==> config.mk <==
export PLATFORM = sky130hd
export DESIGN_NAME = sdrr_device_flat
export DESIGN_NICKNAME = d
export VERILOG_FILES = /design/src/hdl/sdrr_pkg.sv /design/src/hdl/sdrr_if.sv /design/src/hdl/sdrr_device.sv /design/src/flat_wrapper.sv
export SDC_FILE = /design/constraint.sdc
export NUM_CORES = 1
export LEC_CHECK = 0
export ABC_AREA = 1
export BUFFER_PORTS_ARGS = -buffer_cell sky130_fd_sc_hd__buf_2
export CAP_MARGIN = 10
export CORE_ASPECT_RATIO = 0.7
export CORE_MARGIN = 2
export CORE_UTILIZATION = 40
export CTS_CLUSTER_SIZE = 10
export DETAILED_ROUTE_END_ITERATION = 6
export GPL_ROUTABILITY_DRIVEN = 0
export PLACE_DENSITY = 0.59
export SLEW_MARGIN = 20
export SYNTH_ARGS = -nofsm -noshare
export SYNTH_HDL_FRONTEND = slang
export SYNTH_SLANG_ARGS = --single-unit
==> constraint.sdc <==
create_clock -name mclk -period 12.6 [get_ports mclk]
set_input_delay 1.26 -clock mclk [delete_from_list [all_inputs] [get_ports mclk]]
set_output_delay 1.26 -clock mclk [all_outputs]
set_load 0.005 [all_outputs]
==> src/hdl/sdrr_pkg.sv <==
// Shared constants for the sigma-delta result readout link
package sdrr_pkg;
  // ---------------------------------------------------------------
  // Timing in system clocks
  // ---------------------------------------------------------------
  localparam int MOD_DIV        = 6;
  localparam int OSR            = 64;
  localparam int CYCLE_CLKS     = MOD_DIV * OSR;
  localparam int LOAD_CLKS      = 6;
  localparam int LOW_CLKS       = 6;
  localparam int HIGH_CLKS      = 6;
  localparam int READY_CLKS     = LOAD_CLKS + LOW_CLKS + HIGH_CLKS + 18;
  localparam int PRE_READY_CLKS = 24;
  localparam int OUT_CLKS       = CYCLE_CLKS - READY_CLKS;
  localparam int SETTLE_CONV    = 5;
  localparam int SETTLE_CLKS    = SETTLE_CONV * OSR * MOD_DIV;
  localparam int SYNC_CYCLES    = 4;
  localparam int WORD_BITS      = 24;
  localparam int HOST_HALF_CLKS = 4;
  localparam int HOST_WAIT_CLKS = 2;
  localparam int HOST_SYNC_CONV = 5;
  // ---------------------------------------------------------------
  // Reset values
  // ---------------------------------------------------------------
  localparam logic [8:0] CNT_RST = 9'h000;
endpackage

==> src/hdl/sdrr_if.sv <==
// Interface joining the converter end and the host end
`timescale 1ns/1ps
interface sdrr_if;
  logic shift_clk;        // Host shift clock, idles low
  logic ready_data_pin;   // Multiplexed ready / serial data pin
  modport dev  (input shift_clk, output ready_data_pin);
  modport host (output shift_clk, input ready_data_pin);
endinterface

==> src/hdl/sdrr_device.sv <==
// Converter end: sinc5 decimation, ready/data pin framing and sync detection
//
// Overview of operation
// - Sinc5 filter, 64 modulator samples per word
// - Modulator runs at system clock over six
// - Output settles after five conversions, 1920 clocks
// - First ready pulse only for valid data
// - Pin alternates ready phase and data phase
// - Load high, low t2, high t3, data
// - Bits change on falling shift clock edge
// - Host waits after ready phase before clocking
// - Host reads whole word before next ready
// - MSB one keeps pin high after t3
// - No clocks: MSB held until pre-ready
// - Short read: last bit held until pre-ready
// - Over-read: pin low until pre-ready
// - Bit pointer reset at load and pre-ready
// - Shift clock high four cycles triggers sync
// - Falling shift clock releases modulator reset
// - Host holds clock five cycles for multi-sync
// - First ready after sync carries valid data
// - 384-clock cycle: 36 ready, 348 output
// - 24-bit two's complement, MSB first
`timescale 1ns/1ps
module sdrr_device #(
  parameter int WIDTH = 24                  // Result width
) (
  input  wire logic             mclk,       // System clock
  input  wire logic             srst,       // Synchronous reset, active high
  input  wire logic             clk_en,     // Clock enable, freezes state when low
  input  wire logic             mod_bit,    // Modulator output bit, one per modulator clock
  output logic                  mod_rst,    // Modulator held in reset
  output logic                  mod_stb,    // Modulator clock strobe
  output logic [WIDTH-1:0]      result,     // Last loaded result
  sdrr_if.dev                   lnk         // Link to host
);
  typedef enum logic [1:0] {SDRR_RUN, SDRR_SYNC_PULSE, SDRR_SYNC_HOLD} sdrr_st_e;
  localparam int FW = 32;
  // ---------------------------------------------------------------
  // Shift clock synchroniser
  // ---------------------------------------------------------------
  logic sc_m_r, sc_s_r, sc_d_r;
  logic sc_m_nxt, sc_s_nxt, sc_d_nxt;
  // ---------------------------------------------------------------
  // State
  // ---------------------------------------------------------------
  logic [2:0]        div_r, div_nxt;
  logic [8:0]        cyc_r, cyc_nxt;
  logic [2:0]        conv_r, conv_nxt;
  logic [4:0]        high_r, high_nxt;
  logic [8:0]        hcnt_r, hcnt_nxt;
  logic [4:0]        ptr_r, ptr_nxt;
  logic [WIDTH-1:0]  sreg_r, sreg_nxt;
  logic [WIDTH-1:0]  res_r, res_nxt;
  logic              pin_r, pin_nxt;
  logic              mrst_r, mrst_nxt;
  logic              stb_r, stb_nxt;
  logic [FW-1:0]     integ_r [5];
  logic [FW-1:0]     integ_nxt [5];
  logic [FW-1:0]     comb_d_r [5];
  logic [FW-1:0]     comb_d_nxt [5];
  logic [FW-1:0]     comb_v [6];
  sdrr_st_e          st_r, st_nxt;
  logic              sc_fall, mod_tick, word_end;

  assign sc_fall  = ~sc_s_r & sc_d_r;
  assign mod_tick = (div_r == 3'(sdrr_pkg::MOD_DIV - 1));
  assign word_end = (cyc_r == 9'(sdrr_pkg::CYCLE_CLKS - 1));

  // ---------------------------------------------------------------
  // Sinc5 comb stages at word rate
  // ---------------------------------------------------------------
  // five comb differences
  assign comb_v[0] = integ_r[4];
  genvar g;
  generate
    for (g = 0; g < 5; g++) begin : g_comb
      assign comb_v[g+1] = comb_v[g] - comb_d_r[g];
    end
  endgenerate

  // ---------------------------------------------------------------
  // Next state
  // ---------------------------------------------------------------
  always_comb begin
    sc_m_nxt = lnk.shift_clk;
    sc_s_nxt = sc_m_r;
    sc_d_nxt = sc_s_r;
    div_nxt  = mod_tick ? 3'h0 : div_r + 3'h1;
    cyc_nxt  = word_end ? sdrr_pkg::CNT_RST : cyc_r + 9'h001;
    conv_nxt = conv_r;
    high_nxt = high_r;
    hcnt_nxt = hcnt_r;
    ptr_nxt  = ptr_r;
    sreg_nxt = sreg_r;
    res_nxt  = res_r;
    pin_nxt  = pin_r;
    mrst_nxt = mrst_r;
    st_nxt   = st_r;
    stb_nxt  = mod_tick & ~mrst_r;
    for (int i = 0; i < 5; i++) begin
      integ_nxt[i]  = integ_r[i];
      comb_d_nxt[i] = comb_d_r[i];
    end
    if (mod_tick && !mrst_r) begin
      integ_nxt[0] = integ_r[0] + (mod_bit ? 32'h0000_0001 : 32'hffff_ffff);
      for (int i = 1; i < 5; i++) integ_nxt[i] = integ_r[i] + integ_r[i-1];
    end
    if (!sc_s_r) begin
      high_nxt = 5'h00;
      hcnt_nxt = sdrr_pkg::CNT_RST;
    end else if (hcnt_r == 9'(sdrr_pkg::CYCLE_CLKS - 1)) begin
      hcnt_nxt = sdrr_pkg::CNT_RST;
      if (high_r != 5'h1f) high_nxt = high_r + 5'h01;
    end else begin
      hcnt_nxt = hcnt_r + 9'h001;
    end
    case (st_r)
      SDRR_RUN: begin
        if (cyc_r < 9'(sdrr_pkg::LOAD_CLKS)) begin
          pin_nxt = 1'b1;
          if (cyc_r == 9'h000) begin
            ptr_nxt = 5'h00;
            for (int i = 0; i < 5; i++) comb_d_nxt[i] = comb_v[i];
            // scaled two's complement word, positive end saturated
            if (comb_v[5][WIDTH+7:WIDTH+6] == 2'b01) sreg_nxt = {1'b0, {(WIDTH-1){1'b1}}};
            else sreg_nxt = comb_v[5][WIDTH+6:7];
            // count settling conversions, one extra for the unaligned start
            if (conv_r != 3'(sdrr_pkg::SETTLE_CONV + 1)) conv_nxt = conv_r + 3'h1;
          end
        end else if (cyc_r < 9'(sdrr_pkg::LOAD_CLKS + sdrr_pkg::LOW_CLKS)) begin
          pin_nxt = (conv_r != 3'(sdrr_pkg::SETTLE_CONV + 1));
          if (conv_r == 3'(sdrr_pkg::SETTLE_CONV + 1)) res_nxt = sreg_r;
        end else if (cyc_r < 9'(sdrr_pkg::READY_CLKS - 18)) begin
          pin_nxt = 1'b1;
        end else if (cyc_r == 9'(sdrr_pkg::CYCLE_CLKS - sdrr_pkg::PRE_READY_CLKS)) begin
          pin_nxt = 1'b1;
          ptr_nxt = 5'h00;
        end else if (cyc_r > 9'(sdrr_pkg::CYCLE_CLKS - sdrr_pkg::PRE_READY_CLKS)) begin
          pin_nxt = 1'b1;
        end else begin
          if (cyc_r == 9'(sdrr_pkg::LOAD_CLKS + sdrr_pkg::LOW_CLKS + sdrr_pkg::HIGH_CLKS))
            pin_nxt = sreg_r[WIDTH-1];
          if (sc_fall && cyc_r >= 9'(sdrr_pkg::READY_CLKS)) begin
            if (ptr_r < 5'(WIDTH - 1)) pin_nxt = sreg_r[WIDTH-2-ptr_r];
            else pin_nxt = 1'b0;
            if (ptr_r != 5'h1f) ptr_nxt = ptr_r + 5'h01;
          end
        end
        if (high_r == 5'(sdrr_pkg::SYNC_CYCLES)) begin
          st_nxt   = SDRR_SYNC_PULSE;
          pin_nxt  = 1'b0;
          mrst_nxt = 1'b1;
        end
      end
      SDRR_SYNC_PULSE: begin
        pin_nxt = 1'b1;
        st_nxt  = SDRR_SYNC_HOLD;
      end
      SDRR_SYNC_HOLD: begin
        pin_nxt = 1'b1;
        if (sc_fall) begin
          st_nxt   = SDRR_RUN;
          mrst_nxt = 1'b0;
          conv_nxt = 3'h0;
          cyc_nxt  = 9'h001;
          div_nxt  = 3'h0;
          for (int i = 0; i < 5; i++) begin
            integ_nxt[i]  = '0;
            comb_d_nxt[i] = '0;
          end
        end
      end
      default: st_nxt = SDRR_RUN;
    endcase
  end

  // ---------------------------------------------------------------
  // Registers
  // ---------------------------------------------------------------
  always_ff @(posedge mclk) begin
    if (srst) begin
      sc_m_r <= 1'b0;
      sc_s_r <= 1'b0;
      sc_d_r <= 1'b0;
      div_r  <= 3'h0;
      cyc_r  <= sdrr_pkg::CNT_RST;
      conv_r <= 3'h0;
      high_r <= 5'h00;
      hcnt_r <= sdrr_pkg::CNT_RST;
      ptr_r  <= 5'h00;
      sreg_r <= '0;
      res_r  <= '0;
      pin_r  <= 1'b1;
      mrst_r <= 1'b0;
      stb_r  <= 1'b0;
      st_r   <= SDRR_RUN;
      for (int i = 0; i < 5; i++) begin
        integ_r[i]  <= '0;
        comb_d_r[i] <= '0;
      end
    end else if (clk_en) begin
      sc_m_r <= sc_m_nxt;
      sc_s_r <= sc_s_nxt;
      sc_d_r <= sc_d_nxt;
      div_r  <= div_nxt;
      cyc_r  <= cyc_nxt;
      conv_r <= conv_nxt;
      high_r <= high_nxt;
      hcnt_r <= hcnt_nxt;
      ptr_r  <= ptr_nxt;
      sreg_r <= sreg_nxt;
      res_r  <= res_nxt;
      pin_r  <= pin_nxt;
      mrst_r <= mrst_nxt;
      stb_r  <= stb_nxt;
      st_r   <= st_nxt;
      for (int i = 0; i < 5; i++) begin
        integ_r[i]  <= integ_nxt[i];
        comb_d_r[i] <= comb_d_nxt[i];
      end
    end
  end

  assign lnk.ready_data_pin = pin_r;
  assign mod_rst            = mrst_r;
  assign mod_stb            = stb_r;
  assign result             = res_r;
endmodule

==> src/flat_wrapper.sv <==
// flat-port wrapper written by rule: the top's interface ports become plain ports
module sdrr_device_flat 
#(
  parameter int WIDTH = 24                                 
)
  (mclk, srst, clk_en, mod_bit, mod_rst, mod_stb, result, lnk_shift_clk, lnk_ready_data_pin);
  sdrr_if lnk_i ();
  input  wire logic mclk;
  input  wire logic srst;
  input  wire logic clk_en;
  input  wire logic mod_bit;
  output logic mod_rst;
  output logic mod_stb;
  output logic [WIDTH-1:0] result;
  input wire logic [$bits(lnk_i.shift_clk)-1:0] lnk_shift_clk;
  output wire logic [$bits(lnk_i.ready_data_pin)-1:0] lnk_ready_data_pin;
  assign lnk_i.shift_clk = lnk_shift_clk;
  assign lnk_ready_data_pin = lnk_i.ready_data_pin;
  sdrr_device #(.WIDTH(WIDTH)) u_core (.mclk(mclk), .srst(srst), .clk_en(clk_en), .mod_bit(mod_bit), .mod_rst(mod_rst), .mod_stb(mod_stb), .result(result), .lnk(lnk_i));
endmodule
* Word-level counts from Yosys, hierarchy flattened
Memories as Yosys holds them, arrays and structs flattened.
Cells that the tools add are included.
** Operators by class
- Add/subtract/negate cells :: 17
- Order comparisons :: 7
- Equal/unequal tests :: 25
- Mux-type cells :: 66
- Bitwise gates (word level) :: 15
- Reductions and logical operators :: 18
** Operators by type and width (number)
- 2-to-1 mux 160 bit :: 6
- 2-to-1 mux 32 bit :: 11
- one-hot mux 160 bit (2 select lines) :: 1
- adder 32 bit :: 5
- subtractor 32 bit :: 5
- 2-to-1 mux 5 bit :: 11
- 2-to-1 mux 9 bit :: 5
- < comparator 32 x 6 -> 1 bit, second input constant :: 1
- equality test 9 bit, second input constant :: 3
- 2-to-1 mux 24 bit :: 1
- 2-to-1 mux 3 bit :: 7
- adder 9 x 1 -> 9 bit, second input constant :: 2
- 2-to-1 mux 1 bit :: 17
- != test 2 x 1 -> 1 bit, second input constant :: 7
- adder 5 x 1 -> 5 bit, second input constant :: 2
- != test 5 bit, second input constant :: 2
- bitwise OR 1 bit :: 10
- equality test 9 x 5 -> 1 bit, second input constant :: 1
- >= comparator 9 x 6 -> 1 bit, second input constant :: 1
- greater-than comparator 9 bit, second input constant :: 1
- zero test 9 bit :: 1
- < comparator 9 x 3 -> 1 bit, second input constant :: 1
- < comparator 9 x 4 -> 1 bit, second input constant :: 1
- < comparator 9 x 5 -> 1 bit, second input constant :: 1
- 29 further kinds :: 45
** Storage, ports and cells
- Bits in registers :: 90
- RAM bits :: 320
- Memories kept :: 2
** Memory list
- u_core.comb_d_r :: words 5, width 32, rd ports 5, clocked after memory_dff 0, wr ports 5, line sdrr_device.sv:60 : logic [FW-1:0] comb_d_r [5];
- u_core.integ_r :: words 5, width 32, rd ports 5, clocked after memory_dff 0, wr ports 5, line sdrr_device.sv:58 : logic [FW-1:0] integ_r [5];

* Depth between registers and ports, before layout
- Depth after elaboration :: 12
- Mapped depth :: 55
- Depth with buffers taken out :: 54

* Worst setup path after synthesis
Ideal clock, no wire load.
- Kind :: register to register
- From :: memory u_core.integ_r[4][0], in the netlist u_core.integ_r[0][128]
- To :: register u_core.sreg_r[10]
- Arrival :: 7.393 ns
- Data required time :: 12.534 ns
- Setup slack :: 5.140 ns
- Cell stages (with the launch flop) :: 45
- Buffers on the path :: 1
- Clock period less this slack :: 7.460 ns
- Path through :: edfxtp_1 inv_1 ha_1 fa_1 inv_1 nand3_1 nand2_1 nand2_1 nand2_1 a21boi_1 o21ai_0 a21boi_1 o21ai_1 a31oi_1 o31ai_1 xor2_1 ha_1 nand2_1 (+9 left out) o21ai_1 a21boi_1 xor2_1 inv_1 ha_1 a21oi_1 o21ai_0 a21o_1 or2_2 nand2_1 inv_1 ha_1 a21oi_1 o311ai_0 xor2_1 nand3_4 buf_6 a21oi_2
** RTL lines
- start, declared :: line sdrr_device.sv:58
- end signal, assigned :: line sdrr_device.sv:212 : sreg_r <= sreg_nxt;
- end, declared :: line sdrr_device.sv:53 : logic [WIDTH-1:0] sreg_r, sreg_nxt;

==> results.md <==
* Status: finished clean
* Fin. Hold Viols at 0
* Antenna Cells at 0
* Post-Syn Area at 32700 um^2
* Hold Startpoint: u_core.result[14]
* Fmax at 0.110 GHz
* Synth Register Bits at 410
* CP max stage cell: o311ai_0
* R2R Path Start: u_core.integ_r[0][128]
* Dpl cells at 5314
* M1 GR Usage at 0.314
* Min Tclk post-route at 9.05 ns
* First-pass GRT wire length at 130000 um
* Met2 usage at 0.232
* WL/cell at 14.5 um
* Largest family of logic cells by synthesized area: compound AO/OA/AOI/OAI gates
* Post-DRT Antenna Nets at 0
* Number of gates resized after cts at 0
* I/O pin count at 32
* Worst-path fanout max at 23
* Global-route usage over all layers at 0.184
* Register area at 11400 um^2
* CP max stage delay at 0.44 ns
* Multi-input logic area at 18000 um^2
* Grt peak-use layer: met1
* Die Width at 346 um
* Post-Route WL at 78100 um
* CTS H-tree lvls at 2
* Fillers at 8247
* Met3 Resource Use GR at 0.0290
* Area of the core at 80800 um^2
* Input/output buffers at 31
* Startpoint Class: flip-flop
* Synth Area in Adders at 0.129
* Vias per cell at 5.10
* Post-synthesis cell count at 4293
* Simple-gate share of the synthesized area at 0.176
* Worst rel slew slack at 0.361
* Synth async-reset ratio at 0
* Fin Clk Skew at 0.0425 ns
* Tcrit/Tclk final at 0.719
* Hold path cells at 2
* Worst endpoint data arrival time at 9.61 ns
* Hold worst-path end: u_core.result[14]
* Top cells by count, synth: 783 x inv_1, 592 x nand2_1, 493 x nor2_1, 449 x a21oi_1, 322 x ha_1
* Die Area at 84200 um^2
* Pin count of the biggest net entering global routing at 94
* Die height at 243 um
* Skew-Pair Late Insertion Delay at 0.64 ns
* Mux share of post-synthesis cell area at 0
* Drt drc at 0
* Crit Path Class: reg2reg
* # clock sinks at 410
* Synth Area in Compound Gates at 0.191
* Synth cell types at 57
* Number of core rows at 87
* Nets at 4633
* Pre-Repair DR Iteration Count at 6
* Max Cap Viol at 0
* Setup crit end kind: flip-flop
* Seq/Total Area, Yosys at 0.349
* Syn nets at 4629
* Area Growth Syn to Fin at 8.29%
* Final setup viols at 0
* Via count of the first global-routing pass at 24887
* Xor and xnor area share after synthesis at 0.0543
* Num CTS Buffers at 49
* Area share of the largest cell type after synthesis at 0.294
* Initial antenna violation count at 0
* 1st-iter DRT viols at 2219
* Syn avg cell area at 7.62 um^2
* Setup bufs post-CTS at 0
* Worst hold path class: reg2reg
* Finished Layout Cells at 5393
* Synth area leaders: edfxtp_1 29%, ha_1 12%, inv_1 9.0%
* Number of synthesized flops with an enable pin at 320
* Largest area contributor in the netlist: edfxtp_1
* Starting density of the core at 0.405
* Max-slew violations at 0
* Hold_buf cts at 0
* RSZ-0062 raised after global routing: no
* CTS tree: yes
* Setup_tns at 0 ns
* Syn. warnings at 0
* Worst Max-Slew Pin Slew at 0.958 ns
* Top FF cell, synth: edfxtp_1
* Crit path required time at 13.16 ns
* CTS clk-pin slew, worst paths at 0.06 ns
* R2R Setup Slk at 3.55 ns
* Vias post-DR at 27501
* R2r worst-path depth at 44
* RR Endpoint: u_core.sreg_r[5]
* Post-DP HPWL at 57500 um
* Top-count cell post-synth: inv_1
* Maximum clock insertion buffer count at 3
* Layout cell share with drive strength beyond 1 at 0.0451
* Root Buffer Master: clkbuf_16
* Grt total ovfl at 0
* Worst path most repeated cell: nand2_1
critical path: cells and delay by family (launching register included):
| kind | cells | cell delay, ns |
|---|---|---|
| AOI/OAI and AO/OA | 15 | 3.81 |
| adders and majority gates | 6 | 1.88 |
| and+or+nand+nor | 12 | 1.31 |
| xor gates and xnor gates | 5 | 1.22 |
| buffers and inverters | 6 | 0.42 |
| DFF | 1 | 0.35 |
cell families after synthesis:
family          Yosys count
xor+xnor                203
buf+inv                 881
flops                   410
fa+ha+maj               331
compound gates         1084
simple gates           1384
area by class of cell:
type,instances,area share
multi-input combinational,3002,0.508
sequential,410,0.322
inverter,786,0.0834
tap,1068,0.0377
clock buffer,69,0.0373
timing repair buffer,48,0.00798
clock inverter,10,0.00339
routing by layer:
layer | part of all wire | wire length, um
met5 | 0 | 0
met4 | 0.013 | 1040
met3 | 0.066 | 5140
met2 | 0.35 | 27000
met1 | 0.58 | 44900
how the worst max path moves through the flow:
stage | slack, ns | from | endpoint
6_report | 3.55 | u_core.integ_r[0][128] | u_core.sreg_r[5]
5_1_grt | 2.52 | u_core.integ_r[0][128] | u_core.sreg_r[5]
4_1_cts | 3.55 | u_core.integ_r[0][128] | u_core.sreg_r[5]
3_5_place_dp | 3.56 | u_core.integ_r[0][128] | u_core.sreg_r[3]
3_3_place_gp | 3.78 | u_core.integ_r[0][128] | u_core.sreg_r[5]
2_1_floorplan | 5.14 | u_core.integ_r[0][128] | u_core.sreg_r[10]
layout by cell type, fill, tap and decap left out, drive strengths merged, types with 26 or more instances in the layout:
master and instances:
o211ai 78, edfxtp 320, o21a 26, ha 322, a31oi 31, o21ai 327
nand3 142, a21oi 472, nor2 495, nand2 599, nor3 55, or2 35
dfxtp 90, nand4 26, clkbuf 69, inv 785, xor2 162, xnor2 41
buf 48, a21boi 41
through the flow:
stage / cell area, um^2 / utilization / hold WS [ns] / setup WS (ns)
CTS: 35400 / 0.439 / 0.446 / 3.55
detailed placement: 34000 / 0.421 / 0.436 / 3.56
floorplan: 32700 / - / 0.440 / 5.14
finish: 35400 / 0.439 / 0.442 / 3.55
global placement: 34000 / 0.421 / 0.433 / 3.78
global route: 35400 / 0.439 / 0.467 / 2.52
sequential cells by signal, summed over array words and instances (netlist names), 2 cells and up:
signal and count:
u_core.comb_d_r 160, u_core.conv_r 3, u_core.cyc_r 9, u_core.div_r 3, u_core.hcnt_r 9, u_core.high_r 5, u_core.integ_r 160, u_core.ptr_r 5
u_core.result 24, u_core.sreg_r 24, u_core.st_r 2
Power is not shown: default switching activity piles up to over one toggle a cycle in this logic, so the estimate is an artifact.
